<file path="src/hw/pwr_pkg.sv">
// Functional notes
// - Claim system accesses from 0x90000000 through 0xBFFFFFFF as PCI space targets.
// - Hold 0x60000000 to 0x6FFFFFFF reserved; claim it only when expansion is enabled.
// - Select control window, I/O window and memory window inside the claimed range.
// - The host generates and drives the PCI bus clock to the cards.
// - Route slot B pins and slot A pins 0, 1 and 3 onto outputs 0 to 3 per fixed table; slot A pin 2 is not routed.
// - Outputs 4 to 7 carry PCI Express virtual INTA to INTD one each.
// - No DMA request or acknowledge lines; a separate DMA controller moves data.
`default_nettype none
package pwr_pkg;
   localparam logic [31:0] PCI_SPACE_LO = 32'h9000_0000;
   localparam logic [31:0] PCI_SPACE_HI = 32'hbfff_ffff;
   localparam logic [31:0] EXP_SPACE_LO = 32'h6000_0000;
   localparam logic [31:0] EXP_SPACE_HI = 32'h6fff_ffff;
   localparam logic [31:0] CTRL_WIN_LO = 32'h9004_0000;
   localparam logic [31:0] CTRL_WIN_HI = 32'h9004_ffff;
   localparam logic [31:0] IO_WIN_LO = 32'h9005_0000;
   localparam logic [31:0] IO_WIN_HI = 32'h9005_ffff;
   localparam logic [31:0] MEM_WIN_LO = 32'ha000_0000;
   localparam logic [31:0] MEM_WIN_HI = 32'hbfff_ffff;
   localparam logic [31:0] EXP_WIN_LO = 32'h6000_0000;
   localparam int SYS_CLK_MHZ = 40;
   localparam int PCI_CLK_MHZ = 10;
   localparam int PCI_CLK_HALF = SYS_CLK_MHZ / (2 * PCI_CLK_MHZ);
   localparam logic [3:0] IRQ_RESET = 4'hf;
   localparam logic [7:0] OUT_RESET = 8'hff;
   typedef enum logic [2:0]
   {
      WIN_NONE = 3'h0,
      WIN_PCI_OTHER = 3'h1,
      WIN_CTRL = 3'h3,
      WIN_IO = 3'h2,
      WIN_MEM = 3'h6,
      WIN_EXP = 3'h7
   } pwr_win_t;
   function automatic logic in_range(input logic [31:0] a, input logic [31:0] lo,
                                     input logic [31:0] hi);
      in_range = (a >= lo) && (a <= hi);
   endfunction
endpackage
`default_nettype wire

</file>
<file path="src/hw/pwr_irq_if.sv">
`default_nettype none
interface pwr_irq_if;
   logic [3:0] slot_a_n;
   logic [3:0] slot_b_n;
   logic [3:0] pcie_n;
   logic [7:0] routed_n;
   modport router (input slot_a_n, input slot_b_n, input pcie_n, output routed_n);
   modport top (output slot_a_n, output slot_b_n, output pcie_n, input routed_n);
endinterface
`default_nettype wire

</file>
<file path="src/hw/pwr_irq_map.sv">
`default_nettype none
module pwr_irq_map
(
   pwr_irq_if.router irq
);
   // Active low, so sharing is an AND of the two lines.
   function automatic logic share_n(input logic x_n, input logic y_n);
      share_n = x_n & y_n;
   endfunction
   // Index 0..3 is INTA..INTD.
   assign irq.routed_n[0] = share_n(irq.slot_a_n[3], irq.slot_b_n[2]);
   assign irq.routed_n[1] = share_n(irq.slot_a_n[0], irq.slot_b_n[3]);
   assign irq.routed_n[2] = share_n(irq.slot_a_n[1], irq.slot_b_n[0]);
   assign irq.routed_n[3] = share_n(irq.slot_a_n[3], irq.slot_b_n[1]);
   assign irq.routed_n[7:4] = irq.pcie_n;
endmodule
`default_nettype wire

</file>
<file path="src/hw/pwr_router.sv">
`default_nettype none
module pwr_router
(
   input wire logic CLOCK,
   input wire logic RESETN,
   input wire logic CE,
   input wire logic EXP_ENABLE,
   input wire logic ADDR_VALID,
   input wire logic [31:0] ADDR,
   input wire logic [3:0] SLOT_IRQ_A_N,
   input wire logic [3:0] SLOT_IRQ_B_N,
   input wire logic [3:0] PCIE_IRQ_N,
   output logic CLAIM,
   output logic SEL_CTRL,
   output logic SEL_IO,
   output logic SEL_MEM,
   output logic SEL_EXP,
   output logic [27:0] OFFSET,
   output logic PCI_CLK,
   output logic [7:0] ROUTED_IRQ_OUT_N
);
   pwr_irq_if irq ();
   pwr_pkg::pwr_win_t win;

   wire logic in_pci;
   wire logic in_exp;
   wire logic in_ctrl;
   wire logic in_io;
   wire logic in_mem;

   wire logic nxt_claim;
   wire logic nxt_sel_ctrl;
   wire logic nxt_sel_io;
   wire logic nxt_sel_mem;
   wire logic nxt_sel_exp;
   wire logic [27:0] nxt_offset;
   wire logic [7:0] nxt_irq;
   wire logic div_wrap;
   wire logic [3:0] nxt_div;
   wire logic nxt_pci_clk;

   logic claim_ff;
   logic sel_ctrl_ff;
   logic sel_io_ff;
   logic sel_mem_ff;
   logic sel_exp_ff;
   logic [27:0] offset_ff;
   logic [7:0] irq_ff;
   logic pci_clk_ff;
   logic [3:0] div_ff;

   assign irq.slot_a_n = SLOT_IRQ_A_N;
   assign irq.slot_b_n = SLOT_IRQ_B_N;
   assign irq.pcie_n = PCIE_IRQ_N;

   pwr_irq_map u_map
   (
      .irq(irq)
   );

   assign in_pci = pwr_pkg::in_range(ADDR, pwr_pkg::PCI_SPACE_LO, pwr_pkg::PCI_SPACE_HI);
   // The reserved space stays unclaimed unless expansion is switched on.
   assign in_exp = EXP_ENABLE &&
      pwr_pkg::in_range(ADDR, pwr_pkg::EXP_SPACE_LO, pwr_pkg::EXP_SPACE_HI);
   assign in_ctrl =
      pwr_pkg::in_range(ADDR, pwr_pkg::CTRL_WIN_LO, pwr_pkg::CTRL_WIN_HI);
   assign in_io =
      pwr_pkg::in_range(ADDR, pwr_pkg::IO_WIN_LO, pwr_pkg::IO_WIN_HI);
   assign in_mem =
      pwr_pkg::in_range(ADDR, pwr_pkg::MEM_WIN_LO, pwr_pkg::MEM_WIN_HI);

   // One I/O window only; the host has no bus-select bits to share it.
   assign win = !ADDR_VALID ? pwr_pkg::WIN_NONE :
      in_ctrl ? pwr_pkg::WIN_CTRL :
      in_io ? pwr_pkg::WIN_IO :
      in_mem ? pwr_pkg::WIN_MEM :
      in_pci ? pwr_pkg::WIN_PCI_OTHER :
      in_exp ? pwr_pkg::WIN_EXP : pwr_pkg::WIN_NONE;

   // The memory window is wider than the offset port, so its offset keeps only the low
   // 28 bits; a user that needs the full span must also look at the address itself.
   assign nxt_offset = (win == pwr_pkg::WIN_CTRL) ? 28'(ADDR - pwr_pkg::CTRL_WIN_LO) :
      (win == pwr_pkg::WIN_IO) ? 28'(ADDR - pwr_pkg::IO_WIN_LO) :
      (win == pwr_pkg::WIN_MEM) ? 28'(ADDR - pwr_pkg::MEM_WIN_LO) :
      (win == pwr_pkg::WIN_EXP) ? 28'(ADDR - pwr_pkg::EXP_WIN_LO) : 28'h0;

   assign nxt_claim = (win != pwr_pkg::WIN_NONE);
   assign nxt_sel_ctrl = (win == pwr_pkg::WIN_CTRL);
   assign nxt_sel_io = (win == pwr_pkg::WIN_IO);
   assign nxt_sel_mem = (win == pwr_pkg::WIN_MEM);
   assign nxt_sel_exp = (win == pwr_pkg::WIN_EXP);
   // Registered so the routed lines never glitch while two slot pins change.
   assign nxt_irq = irq.routed_n;

   // The host makes the card clock by dividing its own clock.
   assign div_wrap = (div_ff == 4'(pwr_pkg::PCI_CLK_HALF - 1));
   assign nxt_div = div_wrap ? 4'h0 : div_ff + 4'h1;
   assign nxt_pci_clk = div_wrap ? ~pci_clk_ff : pci_clk_ff;

   // A low CE also stops the card clock, so the cards never see an edge while the
   // host is frozen; the price is that the card clock is not free running.
   always_ff @(posedge CLOCK or negedge RESETN)
   begin
      if (!RESETN)
      begin
         claim_ff <= 1'b0;
      end
      else if (CE)
      begin
         claim_ff <= nxt_claim;
      end
   end

   always_ff @(posedge CLOCK or negedge RESETN)
   begin
      if (!RESETN)
      begin
         sel_ctrl_ff <= 1'b0;
      end
      else if (CE)
      begin
         sel_ctrl_ff <= nxt_sel_ctrl;
      end
   end

   always_ff @(posedge CLOCK or negedge RESETN)
   begin
      if (!RESETN)
      begin
         sel_io_ff <= 1'b0;
      end
      else if (CE)
      begin
         sel_io_ff <= nxt_sel_io;
      end
   end

   always_ff @(posedge CLOCK or negedge RESETN)
   begin
      if (!RESETN)
      begin
         sel_mem_ff <= 1'b0;
      end
      else if (CE)
      begin
         sel_mem_ff <= nxt_sel_mem;
      end
   end

   always_ff @(posedge CLOCK or negedge RESETN)
   begin
      if (!RESETN)
      begin
         sel_exp_ff <= 1'b0;
      end
      else if (CE)
      begin
         sel_exp_ff <= nxt_sel_exp;
      end
   end

   always_ff @(posedge CLOCK or negedge RESETN)
   begin
      if (!RESETN)
      begin
         offset_ff <= 28'h0;
      end
      else if (CE)
      begin
         offset_ff <= nxt_offset;
      end
   end

   always_ff @(posedge CLOCK or negedge RESETN)
   begin
      if (!RESETN)
      begin
         irq_ff <= pwr_pkg::OUT_RESET;
      end
      else if (CE)
      begin
         irq_ff <= nxt_irq;
      end
   end

   always_ff @(posedge CLOCK or negedge RESETN)
   begin
      if (!RESETN)
      begin
         div_ff <= 4'h0;
      end
      else if (CE)
      begin
         div_ff <= nxt_div;
      end
   end

   always_ff @(posedge CLOCK or negedge RESETN)
   begin
      if (!RESETN)
      begin
         pci_clk_ff <= 1'b0;
      end
      else if (CE)
      begin
         pci_clk_ff <= nxt_pci_clk;
      end
   end

   // No DMA handshake ports exist on this block by design.
   assign CLAIM = claim_ff;
   assign SEL_CTRL = sel_ctrl_ff;
   assign SEL_IO = sel_io_ff;
   assign SEL_MEM = sel_mem_ff;
   assign SEL_EXP = sel_exp_ff;
   assign OFFSET = offset_ff;
   assign PCI_CLK = pci_clk_ff;
   assign ROUTED_IRQ_OUT_N = irq_ff;
endmodule
`default_nettype wire

</file>
<file path="config.mk">
export PLATFORM = sky130hd
export DESIGN_NAME = pwr_router
export DESIGN_NICKNAME = d
export VERILOG_FILES = /design/src/hw/pwr_pkg.sv /design/src/hw/pwr_irq_if.sv /design/src/hw/pwr_irq_map.sv /design/src/hw/pwr_router.sv
export SDC_FILE = /design/constraint.sdc
export NUM_CORES = 1
export LEC_CHECK = 0
export BUFFER_PORTS_ARGS = -buffer_cell sky130_fd_sc_hd__buf_2
export CAP_MARGIN = 0
export CORE_AREA = 2 2 87 72
export DETAILED_ROUTE_END_ITERATION = 12
export DIE_AREA = 0 0 89 74
export PLACE_DENSITY = 0.72
export SYNTH_ARGS = -nofsm -noshare
export SYNTH_HDL_FRONTEND = slang
export SYNTH_SLANG_ARGS = --single-unit
export TNS_END_PERCENT = 100
</file>
<file path="constraint.sdc">
create_clock -name CLOCK -period 0.85 [get_ports CLOCK]
set_input_delay 0.0425 -clock CLOCK [delete_from_list [all_inputs] [get_ports CLOCK]]
set_output_delay 0.0425 -clock CLOCK [all_outputs]
set_load 0.005 [all_outputs]
</file>
==> qor.txt <==
crit path from = ADDR[31]
Startpoint Class = input pin
Die X = 89 um
Inst Count DP = 480
Clock Skews = 0.000394 ns
row count = 25
Core ar. = 0.00576 mm2
Mapped Area = 0.00252 mm2
#FFs+latches synth = 46
placed cell areas = 0.00363 mm2
Remaining DRCs = 0
post-synthesis compound-gate area fraction = 0.210
endpoints failing hold = 0
delay-heaviest family, CP = compound AO/OA/AOI/OAI gates
Leak = 2.19 nW
Root Buffer = clkbuf_8
Critical path buffers and inverters = 3
ranking of synthesized cells by area = dfrtp_1 38%, dfstp_2 8.3%, a22o_1 6.6%
IR drop worst, VDD = 0.802 mV
GR peak layer = met2
# setup viols final = 69
Final Power = 5.43 mW
global route overflow = 0
post-synthesis xor/xnor area fraction = 0.0451
Synth top area share = 0.377
Area growth syn-to-layout = 77.4%
Yosys warning total = 0
CP max FO = 17
initial core utilization = 0.438
n_diodes = 0
gpl congestion = 0.925
routed len/inst = 16.5 um
crit path time final = 1.81 ns
DR pass1 iterations = 5
Top-Level Pins = 91
post-synth cell types = 48
register area share after synthesis = 0.460
initial drt markers = 181
Fillers = 410
Worst Hold Class = in2reg
post-route antenna net violation count = 0
fin nets = 506
GR Util met2 = 0.445
largest net degree at the start of global routing = 37
worst-case reg-to-reg path depth = 2
count leader, synth = dfrtp_1
Worst Max-Slew Pin Slew = 0.366 ns
post-synthesis mux area share = 0.0179
DIE AREA = 0.00659 mm2
Die H = 74 um
fin crit share = 2.13
FF-to-FF Start = div_ff[2]
post-detail-place hpwl = 6050 um
I/O Buffers = 89
total clock sinks = 46
Mapped Cells = 246
Setup Slack @ Placement = -1.43 ns
clock slew at reported path FFs = 0.09 ns
Max Root-Sink Buffers = 2
Final WS setup = -0.963 ns
Post-synth EDFFs = 0
Slew Viols, Final = 0
R2R Setup Slk = -0.10 ns
Crit. End Element = flop
Post-synth ARST share = 1.00
Total Neg Setup Slack = -30.13 ns
detailed-route via count = 2853
Max stage delay on crit path = 0.37 ns
CP required = 1.04 ns
relative slew slack = 0.754
Adder-Cell Fraction of Synth Area = 0.0298
share of cells above drive strength 1 = 0.580
Non-Filler Instances = 533
r2r endpoint = PCI_CLK
failing checks = setup timing
Syn Area/Cell = 10.3 um2
Worst path slowest cell = o21a_1
RSZ-0062 raised after global routing = true
Synth top cells by count = 38 x dfrtp_1, 19 x a22o_1, 18 x inv_1, 16 x nor2_1, 14 x nand3_1
worst skew pair latency = 0.30 ns
Synth Flop Type = dfrtp_1
Core Util, Final = 0.778
global-route wire length before repair = 13200 um
max cap viols = 0
crit path cell chain = buf_2 -> o21a_1 -> a211oi_1 -> a221o_1 -> buf_4 -> and2_4 -> o31a_1 -> buf_12 -> a211o_1
DR vias/cell = 5.35
M3 GR Usage = 0.0522
H-Tree Depth = 2
met1 GRT Util = 0.356
crit path DAT = 2.01 ns
post-route cell area = 0.00448 mm2
Yosys top cell by area = dfrtp_1
initial antenna violation count = 0
Hold Worst Slack = 0.0203 ns
Fmax = 0.552 GHz
GRT Total Usage = 0.261
CTS tree = built
Num CTS Buffers = 5
WS Path Type = in2reg
P per Cell Area = 1210 mW/mm2
run status = finished, violations left
number of global-route vias before repair = 2787
Final Routed Wirelength = 8780 um
post-synthesis net count = 301
Worst path depth = 9
simple-gate share of the synthesized area = 0.186
critical path capture point = CLAIM
largest family of logic cells by synthesized area = compound AO/OA/AOI/OAI gates
-- logic make-up (layout without fill, tap and decap cells) --
| group | count (synthesis) | after routing |
|---|---|---|
| DFF | 46 | 46 |
| muxes | 4 | 4 |
| xor gates and xnor gates | 13 | 13 |
| buffers and inverters | 29 | 235 |
| AOI/OAI and AO/OA | 66 | 66 |
| adders and majority gates | 6 | 6 |
| and+or+nand+nor | 82 | 82 |
-- worst register-to-register path, delay by kind of cell (launching register included) --
| kind | cells | cell delay (ns) |
|---|---|---|
| flops | 1 | 0.45 |
| simple gates | 1 | 0.28 |
| xor+xnor | 1 | 0.16 |
-- final cells by class --
type	count	area, um2	share of cell area
Clock inverter	2	37.5	0.00839
Inverter	18	72.6	0.0162
Sequential cell	46	1160	0.260
Clock buffer	6	72.6	0.0162
Timing Repair Buffer	209	1500	0.336
Multi-Input combinational cell	171	1530	0.341
Tap cell	81	101	0.0226
-- registers in the layout, summed over array words and instances (netlist names) --
name              flops
ROUTED_IRQ_OUT_N      8
div_ff                4
SEL_CTRL              1
SEL_MEM               1
SEL_IO                1
OFFSET               28
PCI_CLK               1
CLAIM                 1
SEL_EXP               1
-- how the worst min path moves through the flow --
stage / start / to / slack (ns) / cells after the start
2_1_floorplan: RESETN / CLAIM / -0.25 / 0
3_3_place_gp: RESETN / OFFSET[22] / -0.12 / 1
3_5_place_dp: RESETN / OFFSET[22] / -0.12 / 1
4_1_cts: SLOT_IRQ_A_N[3] / ROUTED_IRQ_OUT_N[3] / 0.01 / 3
5_1_grt: SLOT_IRQ_A_N[3] / ROUTED_IRQ_OUT_N[3] / 0.02 / 3
6_report: SLOT_IRQ_A_N[3] / ROUTED_IRQ_OUT_N[3] / 0.02 / 3
-- what timing repair did --
action | CTS | global route
setup buffers | 23 | 9
pin swaps | 24 | 8
hold buffers | 13 | 0
setup endpoints to repair | 77 | 79
resized for setup | 57 | 17
endpoints found under the hold margin | 53 | 0
-- metal layers --
layer  up-vias  part of all wire
li1       1348                 -
met1      1382              0.42
met2       117              0.50
met3         6             0.069
met4         0            0.0065
met5         -                 0
-- placed cells by master (no fill, tap or decap), types with 8 or more instances in the layout --
cell            n
buf_4          98
buf_2          78
dfrtp_1        36
a22o_1         19
buf_6          17
inv_1          15
nor2_1         14
nand3_1        13
dlygate4sd3_1  13
nand2_1         9
dfstp_2         8
xnor2_1         8
-- power breakdown --
group | total (mW) | switching, mW | internal (mW)
registers | 2.41 | 0.0696 | 2.34
clock network | 1.61 | 0.735 | 0.877
logic | 1.41 | 0.655 | 0.752
total | 5.43 | 1.46 | 3.97
Power figures use the tool's default switching activity.
